**config.mk**
```make
export PLATFORM = sky130hd
export DESIGN_NAME = pbps_port
export DESIGN_NICKNAME = d
export VERILOG_FILES = /design/src/design/pbps_pkg.sv /design/src/design/pbps_port.sv /design/src/design/pbps_sync.sv
export SDC_FILE = /design/constraint.sdc
export NUM_CORES = 1
export LEC_CHECK = 0
export BUFFER_PORTS_ARGS = -buffer_cell sky130_fd_sc_hd__buf_2
export CELL_PAD_IN_SITES_DETAIL_PLACEMENT = 2
export CELL_PAD_IN_SITES_GLOBAL_PLACEMENT = 2
export CORE_MARGIN = 2
export CORE_UTILIZATION = 31
export CTS_BUF_LIST = sky130_fd_sc_hd__clkbuf_2 sky130_fd_sc_hd__clkbuf_4 sky130_fd_sc_hd__clkbuf_8
export CTS_CLUSTER_SIZE = 12
export DETAILED_ROUTE_END_ITERATION = 6
export PLACE_DENSITY_LB_ADDON = 0.1
export SYNTH_ARGS = -nofsm -noshare
export SYNTH_HDL_FRONTEND = slang
export SYNTH_SLANG_ARGS = --single-unit
```
**constraint.sdc**
```tcl
create_clock -name clock -period 3.9 [get_ports clock]
set_input_delay 0.78 -clock clock [delete_from_list [all_inputs] [get_ports clock]]
set_output_delay 0.78 -clock clock [all_outputs]
set_load 0.05 [all_outputs]
```
**src/design/pbps_pkg.sv**
```systemverilog
/*
 Package for the shared-pin port block: clock options, pin indices, reset values, timing.
 Assumes a single 40 MHz system clock and an active-high asynchronous system reset.
*/
package pbps_pkg;
   // ------------------------------------------------------------
   // Clock source options
   // ------------------------------------------------------------
   typedef enum logic [2:0] {
      PBPS_CLK_CRYSTAL,
      PBPS_CLK_LF_CRYSTAL,
      PBPS_CLK_CERAMIC,
      PBPS_CLK_EXT_RC,
      PBPS_CLK_EXT_CLOCK,
      PBPS_CLK_INT_RC
   } pbps_clk_type;
   // ------------------------------------------------------------
   // Port geometry and reset values
   // ------------------------------------------------------------
   localparam int PBPS_NUM_PINS = 6;
   localparam int PBPS_NUM_BIDIR = 5;
   localparam int PBPS_PIN_OSC_IN = 3;
   localparam int PBPS_PIN_OSC_OUT = 4;
   localparam int PBPS_PIN_RESET = 5;
   localparam logic [5:0] PBPS_RST_DIR = 6'h00;
   localparam logic [4:0] PBPS_RST_PULL = 5'h00;
   localparam logic [5:0] PBPS_RST_DATA = 6'h00;
   localparam logic [5:0] PBPS_RST_IN = 6'h00;
   localparam logic [5:0] PBPS_RST_OWN = 6'h00;
   localparam logic PBPS_RST_REQ = 1'b1;
   // ------------------------------------------------------------
   // Timing
   // ------------------------------------------------------------
   localparam int PBPS_CLK_PERIOD_NS = 25;
   localparam int PBPS_RST_PULSE_NS = 50;
   localparam int PBPS_RST_PULSE_CYC =
      (PBPS_RST_PULSE_NS + PBPS_CLK_PERIOD_NS - 1) / PBPS_CLK_PERIOD_NS;
endpackage

```
**src/design/pbps_port.sv**
```systemverilog
/*
 Six-pin general-purpose port with pins taken over by reset and clock options.
 Assumes core-side direction, data and pull-up controls on the system clock and a pad
 cell that turns output enables into drive; pull-up enables feed the pad's resistors.
 Assumes the configuration inputs are static while the block is out of reset.
 Assumes the reset pin needs no filtering: any low that reaches the logic resets.
 Assumes the pad input of pin five is valid even when no clock runs.
 Assumes the status outputs are read on the system clock.
*/
`timescale 1ns/100ps
`default_nettype none
module pbps_port (
   // Clock and system reset
   input wire logic clock,
   input wire logic sys_rst,
   // Configuration
   input wire logic large_variant,
   input wire logic ext_reset_enable,
   input wire pbps_pkg::pbps_clk_type clock_option,
   // Core side controls
   input wire logic [5:0] port_dir,
   input wire logic [5:0] port_data,
   input wire logic [4:0] port_pullup,
   input wire logic ctrl_load,
   // Pads
   input wire logic [5:0] pad_in,
   output logic [5:0] pad_out,
   output logic [5:0] pad_oe,
   output logic [4:0] pad_pullup_en,
   // Status
   output logic [5:0] port_in,
   output logic [5:0] pin_is_port,
   output logic ext_reset_req,
   output logic ext_reset_seen
);
   // ------------------------------------------------------------
   // Reset input path
   // ------------------------------------------------------------
   logic rst_pin_n;
   logic reset_active;
   logic [5:0] pad_sync;

   // The pad input itself forms the reset, so it acts with no clock.
   assign rst_pin_n = ~(ext_reset_enable & ~pad_in[pbps_pkg::PBPS_PIN_RESET]);
   assign reset_active = sys_rst | ~rst_pin_n;

   genvar gi;
   generate
      for (gi = 0; gi < pbps_pkg::PBPS_NUM_PINS; gi++) begin : g_sync
         pbps_sync u_sync (
            .clock(clock),
            .sys_rst(reset_active),
            .async_in(pad_in[gi]),
            .sync_out(pad_sync[gi])
         );
      end
   endgenerate

   // ------------------------------------------------------------
   // Pin ownership
   // ------------------------------------------------------------
   logic [5:0] own;

   always_comb begin
      own = 6'h3F;
      if (ext_reset_enable) begin
         own[pbps_pkg::PBPS_PIN_RESET] = 1'b0;
      end
      unique case (clock_option)
         pbps_pkg::PBPS_CLK_CRYSTAL, pbps_pkg::PBPS_CLK_LF_CRYSTAL,
         pbps_pkg::PBPS_CLK_CERAMIC: begin
            own[pbps_pkg::PBPS_PIN_OSC_IN] = 1'b0;
            own[pbps_pkg::PBPS_PIN_OSC_OUT] = 1'b0;
         end
         pbps_pkg::PBPS_CLK_EXT_RC, pbps_pkg::PBPS_CLK_EXT_CLOCK: begin
            own[pbps_pkg::PBPS_PIN_OSC_IN] = 1'b0;
         end
         pbps_pkg::PBPS_CLK_INT_RC: begin
         end
         default: begin
            own[pbps_pkg::PBPS_PIN_OSC_IN] = 1'b0;
            own[pbps_pkg::PBPS_PIN_OSC_OUT] = 1'b0;
         end
      endcase
   end

   // ------------------------------------------------------------
   // Direction, data and pull-up registers
   // ------------------------------------------------------------
   logic [5:0] dir_q;
   logic [5:0] dir_d;
   logic [5:0] data_q;
   logic [5:0] data_d;
   logic [4:0] pull_q;
   logic [4:0] pull_d;

   always_comb begin
      dir_d = dir_q;
      data_d = data_q;
      pull_d = pull_q;
      // A load takes all three controls at once.
      if (ctrl_load) begin
         dir_d = port_dir;
         data_d = port_data;
         pull_d = port_pullup;
      end
      // Pin five has no pull-up and drives only low on the large variant.
      if (!large_variant) begin
         dir_d[pbps_pkg::PBPS_PIN_RESET] = 1'b0;
      end
      data_d[pbps_pkg::PBPS_PIN_RESET] = 1'b0;
      // A claimed pin never drives and never pulls up.
      dir_d = dir_d & own;
      pull_d = pull_d & own[4:0];
   end

   // Any reset source clears the controls asynchronously, so the pins float.
   always_ff @(posedge clock or posedge reset_active) begin
      if (reset_active) begin
         dir_q <= pbps_pkg::PBPS_RST_DIR;
         data_q <= pbps_pkg::PBPS_RST_DATA;
         pull_q <= pbps_pkg::PBPS_RST_PULL;
      end else begin
         dir_q <= dir_d;
         data_q <= data_d;
         pull_q <= pull_d;
      end
   end

   // ------------------------------------------------------------
   // Ownership register
   // ------------------------------------------------------------
   logic [5:0] own_q;
   logic [5:0] own_d;

   always_comb begin
      own_d = own;
   end

   // Cleared in reset, so every pin reads as claimed until the options apply.
   always_ff @(posedge clock or posedge reset_active) begin
      if (reset_active) begin
         own_q <= pbps_pkg::PBPS_RST_OWN;
      end else begin
         own_q <= own_d;
      end
   end

   // ------------------------------------------------------------
   // Pad input register
   // ------------------------------------------------------------
   logic [5:0] in_q;
   logic [5:0] in_d;

   always_comb begin
      // A claimed pin reads as zero.
      in_d = pad_sync & own;
   end

   // Pad levels read as zero while any reset source is active.
   always_ff @(posedge clock or posedge reset_active) begin
      if (reset_active) begin
         in_q <= pbps_pkg::PBPS_RST_IN;
      end else begin
         in_q <= in_d;
      end
   end

   // ------------------------------------------------------------
   // Reset request flag
   // ------------------------------------------------------------
   logic req_q;
   logic req_d;

   always_comb begin
      // The request falls at the first edge without a reset source.
      req_d = 1'b0;
   end

   // Set by any reset source, with or without a clock.
   always_ff @(posedge clock or posedge reset_active) begin
      if (reset_active) begin
         req_q <= pbps_pkg::PBPS_RST_REQ;
      end else begin
         req_q <= req_d;
      end
   end

   // ------------------------------------------------------------
   // External reset seen flag
   // ------------------------------------------------------------
   logic ext_seen_q;
   logic ext_seen_d;

   always_comb begin
      ext_seen_d = ext_seen_q;
      if (sys_rst) begin
         ext_seen_d = 1'b0;
      end
   end

   // A low on the reset pin sets the flag with no clock; the set wins over a clear.
   always_ff @(posedge clock or negedge rst_pin_n) begin
      if (!rst_pin_n) begin
         ext_seen_q <= 1'b1;
      end else begin
         ext_seen_q <= ext_seen_d;
      end
   end

   // ------------------------------------------------------------
   // Outputs
   // ------------------------------------------------------------
   assign pad_out = data_q;
   assign pad_oe = dir_q;
   assign pad_pullup_en = pull_q;
   assign port_in = in_q;
   assign pin_is_port = own_q;
   assign ext_reset_req = req_q;
   assign ext_reset_seen = ext_seen_q;
endmodule // pbps_port
`default_nettype wire

```
**src/design/pbps_sync.sv**
```systemverilog
/*
 Three-flop synchroniser for one pad input.
 Assumes the input is asynchronous to clock; output follows once stages two and three agree.
*/
`timescale 1ns/100ps
`default_nettype none
module pbps_sync (
   // Clock and reset
   input wire logic clock,
   input wire logic sys_rst,
   // Data
   input wire logic async_in,
   output logic sync_out
);
   logic [2:0] stage_q;
   logic [2:0] stage_d;
   logic out_q;
   logic out_d;

   always_comb begin
      stage_d = {stage_q[1:0], async_in};
      out_d = (stage_q[2] == stage_q[1]) ? stage_q[2] : out_q;
   end

   always_ff @(posedge clock or posedge sys_rst) begin
      if (sys_rst) begin
         stage_q <= 3'h7;
         out_q <= 1'b1;
      end else begin
         stage_q <= stage_d;
         out_q <= out_d;
      end
   end

   assign sync_out = out_q;
endmodule // pbps_sync
`default_nettype wire

```
Word-level counts from Yosys, hierarchy flattened

Index checks and enable logic that the tools add are counted.
Widths: inputs -> output; s select.

Bits in registers: 54
Input bits: 31
Output and inout bits: 31
Logic and storage cells: 41

Equality and inequality tests: 9
Mux-type cells: 6
Bitwise operators: 6
Reduce and logical (&&, ||, !) cells: 1

Operators with widths:

| kind               | number |
|---|---|
| $and 6x6->6        | 2 |
| $eq 1x1->1         | 6 |
| $eq 3x3->1 const B | 2 |
| $mux 6             | 1 |
| $and 5x5->5        | 1 |
| $mux 5             | 1 |
| $mux 1             | 4 |
| $eq 3x2->1 const B | 1 |
| $reduce_or 3->1    | 1 |
| $and 1x1->1        | 1 |
| $not 1->1          | 1 |
| $or 1x1->1         | 1 |

Depth between registers and ports, before layout

Word-level depth: 4
Gate-level depth with buffers: 4
Depth with buffers taken out: 2

Cells and area by module

Synthesis repeated with hierarchy kept, for this count alone.

Cell total of the unflattened synthesis: 106
Area, all modules: 1757.9 um^2

Modules (own cells, without submodules):

| module    | times used | cells an instance | area each (um^2) | sequential area each (um^2) |
|---|---|---|---|---|
| pbps_port | 1          | 70                | 1037.2           | 703.2 |
| pbps_sync | 6          | 6                 | 120.1            | 105.1 |

Worst setup path before layout

No wires, ideal clock.

Kind: register to output
From: register, netlist name pin_is_port[2]
To: output pin_is_port[1]
Arrival time: 0.905 ns
Data required time: 3.120 ns
Path slack: 2.215 ns
Cell stages (with the launch flop): 2
Buffers on the path: 1
Cells stage by stage: dfrtp_1 buf_4

RTL lines:

| element   | RTL line        | RTL |
|---|---|---|
| to (decl) | pbps_port.sv:32 | `output logic [5:0] pin_is_port,` |

Final worst setup path

From: register ext_seen_q, in the netlist ext_reset_seen
To: output ext_reset_seen

RTL lines:

| element                | RTL line         | RTL |
|---|---|---|
| from (decl)            | pbps_port.sv:192 | `logic ext_seen_q;` |
| from (signal assigned) | pbps_port.sv:207 | `ext_seen_q <= ext_seen_d;` |
| to (decl)              | pbps_port.sv:34  | `output logic ext_reset_seen` |

No word-level cell between the ends.

==> flow_summary.yaml <==
synthesis:
  yosys_warnings: 0
  synth.area.top_cells: "dfstp_2 40%, dfrtp_1 38%, mux2_2 7.2%"
  synth_top_cell_by_area: "dfstp_2"
  syn_avg_cell_area_um2: 17.4
  yosys.cell_types.count: 18
  netlist_area_um2: 1720
  synth.top_cell.area_share: 0.397
  ys_ff_latch: 52
  ys_seq_area_frac: 0.775
  netlist_instances: 99
layout:
  antenna_cells: 0
  final_cell_mix: "59 x buf_2, 26 x dfstp_2, 26 x dfrtp_1, 11 x mux2_2, 7 x clkbuf_8"
  nets: 193
  area_delta_synth_final_pct: 26.9
  fin_util: 0.402
  drive_gt1_frac: 0.656
  final_common_cell: "buf_2"
sta:
  finalMaxSlewViolations: 0
  setup_viol: 0
  finalCritPeriodShare: 0.477
  rsz0062_at_grt: "false"
  fin_crit_ns: 1.86
  worstMarginPinSlew_ns: 0.682
  slew_headroom: 0.544
  max_freq_mhz: 538
  finalClockSkew_ns: 0.00360
  setup_tns_ns: 0
  hold_viol: 0
global_routing:
  grt_max_degree: 28
  grt_pass1_wl_um: 5460
  antenna_found_initial: 0
  grtUsageMet1: 0.128
  grt-ovfl-total: 0
  grtUsageMet2: 0.198
  grt_util_all_layers: 0.116
  use_met3: 0.0448
  top_usage_layer: "met2"
  grt_pass1_vias: 1145
clock_tree:
  cts_tree: "done"
  insertion_delay_ns: 0.29
  clk_pin_slew_ns: 0.08
  cts_sinks: 52
  htree_levels: 2
  cts_buffers: 5
  post-cts-setup-buffers: 0
  cts_hold_buffers: 0
  cts.repair.resized: 0
  root_buffer: "clkbuf_8"
  cts_buffer_depth: 2
detailed_routing:
  drc: 0
  drtIter0Drc: 26
  wl_um: 3240
  routedWlPerCell_um: 13.8
  vias: 993
  dr.pass1.iters: 3
  viasPerCell: 4.23
  ant_nets: 0
placement:
  dp_hpwl_um: 2440
  portBuffers: 59
  gp_congestion: 0.614
worst_hold_path:
  min_from: "g_sync[1].u_sync.stage_q[0]$_DFF_PP1_"
  min_path_type: "flop to flop"
setup_path:
  reg2reg_from: "pad_oe[5]$_DFF_PP0_"
  cp_slowest_cell: "dfstp_2"
  cp-end-kind: "output pin"
  worstPathRequired_ns: 3.12
  cp.arrival_ns: 1.08
  startpoint: "ext_reset_seen$_DFFE_PP1P_"
  crit_chain: "buf_2"
  worstSetupPathType: "flop to output pin"
  path_buf_inv: 1
  worstPathMaxFanout: 2
  critPathTopFamily: "flip-flops"
  r2r_slack_ns: 2.98
  slowest_delay_ns: 0.53
  startpoint_type: "flop"
floorplanning:
  die_h_um: 78.5
  pin_count: 62
  core_um2: 5440
  dieArea_um2: 6170
  rows: 27
  dieWidth_um: 78.5
  start_util: 0.317
job:
  maxCapViolCount: 0
power_and_ir_drop:
  ir_drop_mv: 0.147
  power.leakage_nw: 1.06
  power_density_nw_per_um2: 503
run_status:
  status: "finished clean"
[path summary, 6_finish.rpt]
path | depth (start not counted) | end
worst min-delay path | 0 | g_sync[1].u_sync.stage_q[1]$_DFF_PP1_
worst max register to register | 2 | pad_oe[5]$_DFF_PP0_
worst max-delay path | 1 | ext_reset_seen
max in group asynchronous | 4 | g_sync[3].u_sync.stage_q[1]$_DFF_PP1_
worst min register to register | 0 | g_sync[1].u_sync.stage_q[1]$_DFF_PP1_
min in group asynchronous | 2 | ext_reset_seen$_DFFE_PP1P_
[cell usage after synthesis]
cell type   n
nor2_1      3
and3_1      1
mux2_2     11
conb_1      2
a21oi_1     2
inv_1       3
mux2i_1     4
maj3_1      6
buf_6       2
dfrtp_1    26
buf_4       3
mux2_4      1
nand3b_1    2
a21boi_0    1
dfstp_2    26
nor2b_1     3
nand2b_1    2
nand2_1     1
[routing by layer]
metal,share of wire,wire [um],up-vias
li1,-,-,440
met1,0.38,1230,499
met2,0.52,1670,49
met3,0.088,286,5
met4,0.016,53,0
met5,0,0,-
[per-stage QoR]
stage / power [mW] / setup WS, ns / hold WS (ns) / area (um^2) / std cells
finish: 1.10 / 2.04 / 0.358 / 2180 / 235
global route: 1.15 / 2.00 / 0.365 / 2180 / 235
global placement: 0.778 / 1.93 / 0.346 / 2080 / 227
floorplan: 0.734 / 1.33 / 0.345 / 1730 / 100
detailed placement: 0.786 / 1.85 / 0.349 / 2080 / 227
CTS: 1.12 / 2.02 / 0.362 / 2180 / 235
[registers in the layout (all words and copies together), names as in the netlist]
name / count
g_sync.u_sync.stage_q: 18
g_sync.u_sync.sync_out: 6
pad_oe: 6
port_in: 6
pad_out: 5
pad_pullup_en: 5
pin_is_port: 4
ext_reset_req: 1
ext_reset_seen: 1
[kinds of logic (layout without fill, tap and decap cells)]
logic type	Yosys count	after routing	synth area share
compound gates	3	3	0.0102
other cells	2	3	0.00436
simple gates	12	12	0.0392
fa+ha+maj	6	6	0.0349
buf+inv	8	71	0.0327
mux	16	16	0.104
flops	52	52	0.775
[power breakdown]
group	total (mW)	switching [mW]	internal [mW]
clock network	0.328	0.159	0.169
logic	0.167	0.121	0.0466
registers	0.604	0.0160	0.588
[area by class of cell]
type / count / area [um^2]
Tap cell: 72 / 90.1
Sequential cell: 52 / 1330
Multi-Input combinational cell: 40 / 343
Timing Repair Buffer: 60 / 303
Inverter: 3 / 11.3
Fill cell: 543 / 3250
Clock buffer: 8 / 104
(Power assumes the default switching activity.)
